$ cat src/design/dcp_pkg.sv
// package of the disk cache policy block: register map, page layout,
// command codes and reset values.
// assumes an apb master with 32-bit data and one aligned word per register.
package dcp_pkg;

  // ************************************************
  // register map (byte addresses)
  // ************************************************
  localparam logic [7:0] ADDR_PAGE_W0 = 8'h00;
  localparam logic [7:0] ADDR_PAGE_W1 = 8'h04;
  localparam logic [7:0] ADDR_PAGE_W2 = 8'h08;
  localparam logic [7:0] ADDR_MODE_CMD = 8'h0C;
  localparam logic [7:0] ADDR_STATUS = 8'h10;
  localparam logic [7:0] ADDR_PF_COUNT = 8'h14;

  // ************************************************
  // mode command register fields
  // ************************************************
  localparam int CMD_CODE_LSB = 0;
  localparam int CMD_OP_SELECT_BIT = 8;
  localparam int CMD_SAVE_BIT = 9;

  // ************************************************
  // status register fields
  // ************************************************
  localparam int ST_CMD_ERR_BIT = 0;
  localparam int ST_PF_ERR_BIT = 1;
  localparam int ST_PF_BUSY_BIT = 2;
  localparam int ST_SAVED_BIT = 3;

  // ************************************************
  // page codes and page header
  // ************************************************
  localparam logic [5:0] PAGE_CACHING = 6'h08;
  localparam logic [5:0] PAGE_ALL = 6'h3F;
  localparam logic [7:0] PAGE_LENGTH = 8'h0A;

  // ************************************************
  // retention codes and decoded hints
  // ************************************************
  localparam logic [3:0] RET_EQUAL = 4'h0;
  localparam logic [3:0] RET_EVICT_FIRST = 4'h1;
  localparam logic [3:0] RET_KEEP = 4'hF;
  localparam logic [1:0] HINT_NONE = 2'h0;
  localparam logic [1:0] HINT_EVICT = 2'h1;
  localparam logic [1:0] HINT_KEEP = 2'h2;

  // ************************************************
  // page reset values
  // ************************************************
  localparam logic [2:0] RST_POLICY = 3'h0;
  localparam logic [7:0] RST_RETENTION = 8'h00;
  localparam logic [15:0] RST_DIS_LEN = 16'hFFFF;
  localparam logic [15:0] RST_MIN_PF = 16'h0000;
  localparam logic [15:0] RST_MAX_PF = 16'h0010;
  localparam logic [15:0] RST_CEIL_PF = 16'hFFFF;

  // ************************************************
  // prefetch engine states
  // ************************************************
  typedef enum logic [1:0] {
    PF_IDLE = 2'b01,
    PF_FETCH = 2'b10
  } dcp_pf_state_t;

endpackage

$ cat src/design/dcp_cache_policy.sv
// disk cache policy block: caching page store, mode select/sense,
// write completion, read bypass, retention hints and prefetch engine.
// assumes command and medium strobes are synchronous to pclk and that
// the medium answers each prefetch block request with one done pulse.
// How it works
// RULE1: savable flag only reported, ignored on select
// RULE2: select with save flag stores page copy
// RULE3: write-through: good status after medium done
// RULE4: write-back: good status after data received
// RULE5: scale min/max by block count when selected
// RULE6: bypass flag forces reads from medium
// RULE7: retention codes 0, 1h, Fh decoded; rest ignored
// RULE8: read/write hints exported, advisory only
// RULE9: prefetch shortfalls never raise an error
// RULE10: skip prefetch when blocks exceed disable length
// RULE11: zero disable length turns prefetch off
// RULE12: minimum amount fetched despite waiting commands
// RULE13: prefetch starts after previous read's last block
// RULE14: prefetch never passes last medium block
// RULE15: prefetch errors suppressed unless fatal, then deferred
// RULE16: past minimum, abort when command waits
// RULE17: maximum amount fetched when nothing waits
// RULE18: maximum clamped to ceiling
// RULE19: page bytes 2..11 hold bits, codes, four counts
// RULE20: only caching page or all-pages on sense accepted
//
// Design decisions made here: the APB register port and the register offsets.
`timescale 1ns/10ps
`default_nettype none
module dcp_cache_policy #(
  parameter int LBA_W = 32,
  parameter bit PAGE_SAVABLE = 1'b1
) (
  // apb
  input wire logic pclk,
  input wire logic presetn,
  input wire logic psel,
  input wire logic penable,
  input wire logic pwrite,
  input wire logic [7:0] paddr,
  input wire logic [31:0] pwdata,
  output logic [31:0] prdata,
  output logic pready,
  output logic pslverr,
  // read command
  input wire logic rd_cmd_valid,
  input wire logic [LBA_W-1:0] rd_cmd_lba,
  input wire logic [15:0] rd_cmd_blocks,
  input wire logic cmd_pending,
  output logic rd_cmd_ready,
  output logic rd_use_cache,
  // write completion
  input wire logic wr_data_received,
  input wire logic wr_medium_done,
  output logic wr_good,
  // retention hints
  output logic [1:0] rd_retain_hint,
  output logic [1:0] wr_retain_hint,
  // medium
  input wire logic [LBA_W-1:0] medium_last_lba,
  output logic pf_req,
  output logic [LBA_W-1:0] pf_lba,
  input wire logic pf_done,
  input wire logic pf_err,
  input wire logic pf_err_fatal,
  output logic pf_err_report,
  // page persistence
  output logic page_save
);

  // ************************************************
  // state
  // ************************************************
  typedef struct packed {
    logic [2:0] pol;
    logic [7:0] ret;
    logic [15:0] dis;
    logic [15:0] mn;
    logic [15:0] mx;
    logic [15:0] ceil;
  } dcp_page_t;

  typedef struct packed {
    dcp_page_t stage;
    dcp_page_t cur;
    dcp_page_t saved;
    dcp_page_t sense;
    logic cmd_err;
    logic pf_err_st;
    logic saved_ok;
    dcp_pkg::dcp_pf_state_t st;
    logic [LBA_W-1:0] lba;
    logic [31:0] cnt;
    logic [31:0] tgt_min;
    logic [31:0] tgt_max;
    logic early_abort;
    logic [31:0] rdata;
    logic ready;
    logic slverr;
    logic rd_ready;
    logic use_cache;
    logic good;
    logic [1:0] rhint;
    logic [1:0] whint;
    logic req;
    logic err_rep;
    logic save;
  } dcp_state_t;

  localparam dcp_page_t PAGE_RST = '{pol: dcp_pkg::RST_POLICY, ret: dcp_pkg::RST_RETENTION,
    dis: dcp_pkg::RST_DIS_LEN, mn: dcp_pkg::RST_MIN_PF, mx: dcp_pkg::RST_MAX_PF,
    ceil: dcp_pkg::RST_CEIL_PF};

  dcp_state_t q;
  dcp_state_t d;

  // see RULE7
  function automatic logic [1:0] ret_decode(input logic [3:0] code);
    logic [1:0] h;
    h = dcp_pkg::HINT_NONE;
    if (code == dcp_pkg::RET_EVICT_FIRST) begin
      h = dcp_pkg::HINT_EVICT;
    end else if (code == dcp_pkg::RET_KEEP) begin
      h = dcp_pkg::HINT_KEEP;
    end
    return h;
  endfunction

  // ************************************************
  // prefetch sizing
  // ************************************************
  logic wbe;
  logic mf;
  logic read_cache_bypass;
  logic [31:0] amt_min;
  logic [31:0] amt_max;
  logic [31:0] avail;
  logic [LBA_W-1:0] start_lba;
  logic pf_allowed;

  assign wbe = q.cur.pol[2];
  assign mf = q.cur.pol[1];
  assign read_cache_bypass = q.cur.pol[0];
  assign start_lba = rd_cmd_lba + LBA_W'(rd_cmd_blocks); // see RULE13

  always_comb begin
    amt_min = mf ? 32'(q.cur.mn) * 32'(rd_cmd_blocks) : 32'(q.cur.mn); // see RULE5
    amt_max = mf ? 32'(q.cur.mx) * 32'(rd_cmd_blocks) : 32'(q.cur.mx); // see RULE5
    if (amt_max > 32'(q.cur.ceil)) begin
      amt_max = 32'(q.cur.ceil); // see RULE18
    end
    if (start_lba > medium_last_lba || start_lba < rd_cmd_lba) begin
      avail = 32'h0;
    end else begin
      avail = 32'(medium_last_lba - start_lba) + 32'h1;
    end
    if (amt_max > avail) begin
      amt_max = avail; // see RULE14
    end
    if (amt_min > amt_max) begin
      amt_min = amt_max;
    end
    // see RULE10 see RULE11
    pf_allowed = (q.cur.dis != 16'h0000) && (rd_cmd_blocks <= q.cur.dis) &&
      (amt_max != 32'h0);
  end

  // ************************************************
  // next state
  // ************************************************
  logic acc;
  logic wr;
  logic [5:0] code;
  logic last_blk;
  logic abort_now;

  assign acc = psel && penable && !q.ready;
  assign wr = acc && pwrite;
  assign code = pwdata[dcp_pkg::CMD_CODE_LSB +: 6];
  assign last_blk = (q.cnt + 32'h1) >= q.tgt_max;
  // see RULE16 see RULE12
  assign abort_now = q.early_abort && cmd_pending && ((q.cnt + 32'h1) > q.tgt_min);

  always_comb begin
    d = q;
    d.ready = acc;
    d.slverr = 1'b0;
    d.save = 1'b0;
    d.err_rep = 1'b0;
    // page staging; savable bit in written data is dropped, see RULE1 see RULE19
    if (wr && paddr == dcp_pkg::ADDR_PAGE_W0) begin
      d.stage.pol = pwdata[18:16];
      d.stage.ret = pwdata[31:24];
    end
    if (wr && paddr == dcp_pkg::ADDR_PAGE_W1) begin
      d.stage.dis = {pwdata[7:0], pwdata[15:8]};
      d.stage.mn = {pwdata[23:16], pwdata[31:24]};
    end
    if (wr && paddr == dcp_pkg::ADDR_PAGE_W2) begin
      d.stage.mx = {pwdata[7:0], pwdata[15:8]};
      d.stage.ceil = {pwdata[23:16], pwdata[31:24]};
    end
    if (wr && paddr == dcp_pkg::ADDR_STATUS) begin
      d.cmd_err = q.cmd_err && !pwdata[dcp_pkg::ST_CMD_ERR_BIT];
      d.pf_err_st = q.pf_err_st && !pwdata[dcp_pkg::ST_PF_ERR_BIT];
    end
    if (wr && paddr == dcp_pkg::ADDR_MODE_CMD) begin
      if (pwdata[dcp_pkg::CMD_OP_SELECT_BIT]) begin
        if (code == dcp_pkg::PAGE_CACHING) begin
          d.cur = q.stage;
          if (pwdata[dcp_pkg::CMD_SAVE_BIT] && PAGE_SAVABLE) begin
            d.saved = q.stage; // see RULE2
            d.save = 1'b1;
            d.saved_ok = 1'b1;
          end
        end else begin
          d.cmd_err = 1'b1; // see RULE20
        end
      end else if (code == dcp_pkg::PAGE_CACHING || code == dcp_pkg::PAGE_ALL) begin
        d.sense = q.cur;
      end else begin
        d.cmd_err = 1'b1; // see RULE20
      end
    end
    if (acc) begin
      unique case (paddr)
        dcp_pkg::ADDR_PAGE_W0: d.rdata = {q.sense.ret, 5'h00, q.sense.pol,
          dcp_pkg::PAGE_LENGTH, PAGE_SAVABLE, 1'b0, dcp_pkg::PAGE_CACHING}; // see RULE1
        dcp_pkg::ADDR_PAGE_W1: d.rdata = {q.sense.mn[7:0], q.sense.mn[15:8],
          q.sense.dis[7:0], q.sense.dis[15:8]};
        dcp_pkg::ADDR_PAGE_W2: d.rdata = {q.sense.ceil[7:0], q.sense.ceil[15:8],
          q.sense.mx[7:0], q.sense.mx[15:8]};
        dcp_pkg::ADDR_MODE_CMD: d.rdata = 32'h0;
        dcp_pkg::ADDR_STATUS: d.rdata = {28'h0, q.saved_ok, q.st == dcp_pkg::PF_FETCH,
          q.pf_err_st, q.cmd_err};
        dcp_pkg::ADDR_PF_COUNT: d.rdata = q.cnt;
        default: begin
          d.rdata = 32'h0;
          d.slverr = 1'b1;
        end
      endcase
    end
    // write completion, see RULE3 see RULE4
    d.good = wbe ? wr_data_received : wr_medium_done;
    d.use_cache = !read_cache_bypass; // see RULE6
    d.rhint = ret_decode(q.cur.ret[7:4]); // see RULE8
    d.whint = ret_decode(q.cur.ret[3:0]); // see RULE8
    // prefetch engine
    unique case (q.st)
      dcp_pkg::PF_IDLE: begin
        if (rd_cmd_valid && pf_allowed) begin
          d.st = dcp_pkg::PF_FETCH;
          d.lba = start_lba; // see RULE13
          d.cnt = 32'h0;
          d.tgt_min = amt_min;
          d.tgt_max = amt_max; // see RULE17
          d.early_abort = q.cur.mn != q.cur.mx; // see RULE16
        end
      end
      dcp_pkg::PF_FETCH: begin
        if (pf_done) begin
          d.cnt = q.cnt + 32'h1;
          d.lba = q.lba + LBA_W'(1);
          // shortfalls end quietly, see RULE9; only fatal errors surface, see RULE15
          if (pf_err && pf_err_fatal) begin
            d.pf_err_st = 1'b1;
            d.err_rep = 1'b1;
          end
          if (last_blk || abort_now || pf_err) begin
            d.st = dcp_pkg::PF_IDLE; // see RULE14
          end
        end
      end
    endcase
    d.req = d.st == dcp_pkg::PF_FETCH;
    d.rd_ready = d.st == dcp_pkg::PF_IDLE;
  end

  always_ff @(posedge pclk or negedge presetn) begin
    if (!presetn) begin
      q <= '0;
      q.stage <= PAGE_RST;
      q.cur <= PAGE_RST;
      q.saved <= PAGE_RST;
      q.sense <= PAGE_RST;
      q.st <= dcp_pkg::PF_IDLE;
      q.rd_ready <= 1'b1;
      q.use_cache <= 1'b1;
    end else begin
      q <= d;
    end
  end

  // ************************************************
  // outputs
  // ************************************************
  assign prdata = q.rdata;
  assign pready = q.ready;
  assign pslverr = q.slverr;
  assign rd_cmd_ready = q.rd_ready;
  assign rd_use_cache = q.use_cache;
  assign wr_good = q.good;
  assign rd_retain_hint = q.rhint;
  assign wr_retain_hint = q.whint;
  assign pf_req = q.req;
  assign pf_lba = q.lba;
  assign pf_err_report = q.err_rep;
  assign page_save = q.save;
endmodule
`default_nettype wire

$ cat config.mk
export PLATFORM = sky130hd
export DESIGN_NAME = dcp_cache_policy
export DESIGN_NICKNAME = d
export VERILOG_FILES = /design/src/design/dcp_pkg.sv /design/src/design/dcp_cache_policy.sv
export SDC_FILE = /design/constraint.sdc
export NUM_CORES = 2
export LEC_CHECK = 0
export BUFFER_PORTS_ARGS = -buffer_cell sky130_fd_sc_hd__clkbuf_2
export CAP_MARGIN = 20
export CORE_ASPECT_RATIO = 1.4
export CORE_UTILIZATION = 35
export CTS_CLUSTER_SIZE = 16
export DETAILED_ROUTE_END_ITERATION = 10
export PLACE_DENSITY = 0.54
export SLEW_MARGIN = 20
export SYNTH_ARGS = -nofsm -noshare
export SYNTH_HDL_FRONTEND = slang
export SYNTH_SLANG_ARGS = --single-unit
$ cat constraint.sdc
create_clock -name pclk -period 31.5 [get_ports pclk]
set_input_delay 3.15 -clock pclk [delete_from_list [all_inputs] [get_ports pclk]]
set_output_delay 3.15 -clock pclk [all_outputs]
set_load 0.005 [all_outputs]
* Word level (Yosys, flattened, before mapping)
Cells that the tools add are included.
Word-level totals: flip-flop bits (word level) 403, bits in latches 0, memory bits (writable) 0, bits in read-only memories 0, output and inout port bits 76, word-level logic and storage cells 138, memories 0
Operators by class: add/sub/neg operators 5, $mul 2, div/mod/pow operators 0, magnitude comparators 8, equal/unequal tests 18, shifts and indexed selects 0, mux-type cells 33, bitwise gates (word level) 1, reductions and logical operators 33
Operators by type and width (count):
- $mux W32 | 6
- $pmux W32 S5 | 1
- $pmux W66 S2 | 1
- $mux W131 | 1
- $gt A32 B32 Y1 | 4
- $add A32 B1 Y32 const B | 3
- $mux W66 | 1
- $mul A16 B16 Y32 | 2
- $add A32 B16 Y32 | 1
- $ge A32 B32 Y1 | 1
- $gt A32 B16 Y1 | 1
- $lt A32 B32 Y1 | 1
- $reduce_bool A32 Y1 | 1
- $sub A32 B32 Y32 | 1
- $mux W1 | 17
- $eq A8 B4 Y1 const B | 2
- $eq A8 B5 Y1 const B | 2
- $le A16 B16 Y1 | 1
- $logic_and A1 B1 Y1 | 16
- $ne A16 B16 Y1 | 1
- $reduce_bool A16 Y1 | 1
- $mux W2 | 6
- $eq A4 B1 Y1 const B | 2
- $eq A4 B4 Y1 const B | 2
- other kinds (14) | 25

* Logic depth before layout (Yosys ltp)
word-level depth 12, mapped depth 64, gate-level depth less buffers 56

* Worst setup path after synthesis
OpenSTA, ideal clock, no wires.
path kind input to register, start input port rd_cmd_blocks[1], end register q[100] (netlist name), arrival 15.204 ns, setup slack 16.215 ns, stages 59, path buffers 7, cell sequence clkbuf_1 nand2_1 fa_1 fa_1 fa_1 fa_1 inv_1 fa_1 inv_1 fa_1 inv_1 ha_1 and3_1 nand2_1 a21oi_1 o211ai_1 nand2_1 xnor2_1 [23 not listed] clkbuf_1 a21oi_1 ha_1 nor2b_1 o21ai_0 nand2b_1 a21oi_1 nor2b_1 o21ai_0 nand2b_1 a21oi_1 nor2_1 o21ai_0 nand3_1 nand2_1 clkbuf_1 nand2_1 a31oi_1
Between the ends: longest elaborated chain between the ends 10, elaborated cells between the ends (all ways) 23, classes of those cells add/sub (3); mul (2); order compare (6); mux (6); reduce/logical (6)
RTL lines:
- from (decl) | RTL line dcp_cache_policy.sv:48 | input wire logic [15:0] rd_cmd_blocks,
- parallel branches: the longest is 10 deep, another holds $add A32 B16 Y32
- to (decl) | RTL line dcp_cache_policy.sv:114 | dcp_state_t q;
Several ways; the timed one is not identified. A chain may end at the register's enable or synchronous reset.

* Final worst setup path
start input port rd_cmd_blocks[1], end register q[108] (netlist name)
The elaborated chain is that of the path after synthesis.

==> impl_results.rst <==
.. list-table::
   :header-rows: 1

   * - Metric
     - Value
   * - Half-perimeter wire length after placement
     - 120000 um
   * - Synth top area cells
     - fa_1 18%, dfrtp_1 17%, ha_1 14%
   * - Leakage dissipation
     - 0.0248 uW
   * - Total power
     - 1480 uW
   * - Final std cell area, no fill
     - 48600 um^2
   * - Unrepaired setup endpoints after global routing
     - false
   * - Tcrit/Tclk final
     - 52.2%
   * - Number of synthesis warnings
     - 0
   * - Sequential element share of the synthesized area
     - 22.9%
   * - Fraction of layout instances using a drive strength above 1
     - 14.1%
   * - Clk_skew
     - 0.0424 ns
   * - Number of antenna violations at the first check in global routing
     - 2
   * - TritonCTS clock tree
     - done
   * - Post-Place Setup Slack
     - 14.42 ns
   * - Fraction of synthesized cell area taken by the top area cell type
     - 17.5%
   * - First-pass GRT wire length
     - 229000 um
   * - Slack of the worst reg-to-reg path
     - 17.13 ns
   * - Detailed-route wire length per cell
     - 23.1 um
   * - Site row count
     - 154
   * - Crit path DAT
     - 16.94 ns
   * - Length of the first detailed-routing pass in iterations
     - 7
   * - CTS clock-pin slew for the worst setup and hold paths
     - 0.07 ns
   * - Max cap viols
     - 0
   * - Layout fillers
     - 12800
   * - Initial standard-cell utilization of the core
     - 35.3%
   * - Number of setup violations in the final report
     - 0
   * - Worst-case setup margin in the final layout
     - 15.04 ns
   * - Final GP Congestion
     - 0.968
   * - Cell type with the highest aggregate area in the netlist
     - fa_1
   * - Fin nets
     - 5992
   * - Achievable clock frequency
     - 60.8 MHz
   * - Boundary pin count
     - 208
   * - Clock Tree Root
     - clkbuf_16
   * - Cell-internal power
     - 972 uW
   * - Remaining max-slew budget at the tightest pin
     - 13.3%
   * - Post-CTS setup buffer count
     - 0
   * - Die Area
     - 129000 um^2
   * - Number of buffers inserted by port buffering
     - 207
   * - Required arrival time at the worst endpoint
     - 31.99 ns
   * - PwrDens
     - 30.4 nW/um^2
   * - Net Sw Frac
     - 34.3%
   * - Largest net degree at the start of global routing
     - 118
   * - Area of the multi-input gates
     - 30500 um^2
   * - CORE AREA
     - 126000 um^2
   * - Peak supply drop
     - 0.0377 mV
   * - Placed inst area
     - 47100 um^2
   * - Result of the run
     - finished, final reports clean
   * - Detailed Route Iter0 Violations
     - 2658
   * - Number of hold buffers added after CTS
     - 0
   * - Most common cell on crit path
     - fa_1
   * - Hold Vio Cnt, Final
     - 0
   * - Final Max Tran Viols
     - 0
   * - Die span in x
     - 304 um
   * - Area added between synthesis and finish
     - 8.98%
   * - Setup TNS after final layout
     - 0 ns
   * - Most frequent cells in the layout
     - 686 x inv_1, 597 x nand2_1, 501 x ha_1
   * - TritonCTS Buffers
     - 43
   * - Total routing resource utilization after global routing
     - 23.7%
   * - Number of distinct standard cells referenced by the synthesized netlist
     - 87
   * - Critical path fanouts, max
     - 42
   * - Max Root-Sink Buffers
     - 3
   * - Smallest hold slack
     - 0.391 ns
   * - Vias post-DR
     - 35600
   * - Worst-Skew Late Latency
     - 0.62 ns
   * - Critical path class
     - in -> reg
   * - Proportion of synthesized flip-flops having asynchronous set or reset
     - 100%
   * - Number of synthesized flops with an enable pin
     - 0
   * - Die height
     - 424 um
   * - Syn Area/Cell
     - 9.07 um^2
   * - Clock net sink count
     - 403
   * - Tightest Hold Check Type
     - reg -> reg
   * - Element type at the critical path start
     - primary input
   * - Comb pwr share
     - 25.9%
   * - Resize count post-CTS
     - 0
   * - Switching power
     - 508 uW
   * - Count of mapped cells out of synthesis
     - 4920
   * - Critical-path cell with the highest stage delay
     - nand2_1
   * - Total congestion overflow after global routing
     - 0
   * - Clock network power share
     - 36.8%
   * - Actual slew at the worst max-slew pin
     - 1.29 ns
   * - DRC Markers
     - 0
   * - Sum of routed wire length over all layers
     - 153000 um
   * - Critical path endpoint category
     - flip-flop
   * - Number of global-route vias before repair
     - 36300
   * - Mapped Area
     - 44600 um^2
   * - Area taken by flip-flops and latches
     - 10200 um^2
   * - Biggest cell delay along the critical path
     - 0.67 ns
   * - # H-tree levels
     - 2
   * - Via-to-Cell Ratio
     - 5.36
   * - Number of routed nets with antenna violations
     - 0
   * - Portion of total power attributed to sequential cells
     - 37.3%
   * - Most common library cell in the layout ignoring fill and taps
     - inv_1
   * - Flop and latch count out of synthesis
     - 403
   * - Time the worst path needs with I/O delays and setup
     - 16.46 ns
   * - Most common flop cell mapped by yosys
     - dfrtp_1
-- critical path, delay by kind of cell --
family / cells / cell delay, ns
buf+inv: 10 / 1.99
simple gates: 15 / 3.96
mux: 2 / 0.56
xor+xnor: 1 / 0.12
compound gates: 13 / 2.84
fa+ha+maj: 10 / 4.20
-- cells by family after synthesis --
family / after synthesis / synth area share, %
multiplexers: 241 / 5.96
AO/OA/AOI/OAI: 848 / 12.6
other: 1 / 0.00841
AND/OR/NAND/NOR: 1387 / 14.9
adder cells (fa/ha/maj): 891 / 31.6
flip-flops: 403 / 22.9
buffers and inverters: 993 / 9.03
XOR/XNOR: 156 / 3.06
-- power groups by stage --
stage	registers (uW)	logic, uW	clock network, uW
floorplan	554	238	0
global placement	560	379	0
detailed placement	560	380	0
CTS	551	383	556
global route	553	416	572
finish	552	383	545
-- layout make-up --
type	instances	area share, %
multi-input combinational	3539	62.8
sequential	403	21.0
inverter	686	5.30
tap	1638	4.22
timing repair buffer	296	3.59
clock buffer	66	2.66
clock inverter	14	0.443
antenna	3	0.0154
-- cell usage after synthesis, types with 30 or more instances --
| library cell | number |
|---|---|
| inv_1 | 686 |
| nand2_1 | 598 |
| ha_1 | 501 |
| fa_1 | 390 |
| dfrtp_1 | 301 |
| a21oi_1 | 220 |
| and2_1 | 219 |
| clkbuf_1 | 210 |
| o21ai_0 | 204 |
| mux2_2 | 198 |
| nor2_1 | 187 |
| dfstp_2 | 102 |
| xnor2_1 | 101 |
| a21o_1 | 90 |
| nand4_1 | 77 |
| buf_4 | 69 |
| nand3_1 | 60 |
| nor3_1 | 57 |
| xor2_1 | 55 |
| and3_1 | 47 |
| mux2i_1 | 43 |
| a31oi_1 | 41 |
| o21a_1 | 36 |
| o211ai_1 | 34 |
| nor2b_1 | 30 |
-- path summary, 6_finish.rpt --
check,start,end,cells past startpoint
min in group asynchronous,presetn,q[427],1
max in group asynchronous,presetn,prdata[20],3
worst max register to register,q[349],q[108],51
worst min-delay path,q[400],rd_use_cache,1
worst max-delay path,rd_cmd_blocks[1],q[108],51
worst min register to register,q[400],rd_use_cache,1
-- metrics by stage --
step | util, % | std cells
final | 38.5 | 6645
after global routing | 38.5 | 6642
after CTS | 38.5 | 6642
after detailed placement | 37.3 | 6562
after global placement | 37.3 | 6560
after floorplan | - | 4935
-- per-layer routing --
metal / routed length (um) / global-route usage, %
met5: 0 / 0
met3: 5770 / 2.28
met4: 9710 / 13.1
met2: 77200 / 42.5
met1: 60700 / 27.6
-- state kept, by name, summed over array words and instances (netlist names) --
| name | flops |
|---|---|
| q | 326 |
| pf_lba | 32 |
| prdata | 32 |
| rd_retain_hint | 2 |
| wr_retain_hint | 2 |
| mf | 1 |
| page_save | 1 |
| pf_err_report | 1 |
| pf_req | 1 |
| pready | 1 |
| pslverr | 1 |
| rd_cmd_ready | 1 |
| rd_use_cache | 1 |
| wr_good | 1 |
Power figures use the tool's default switching activity.
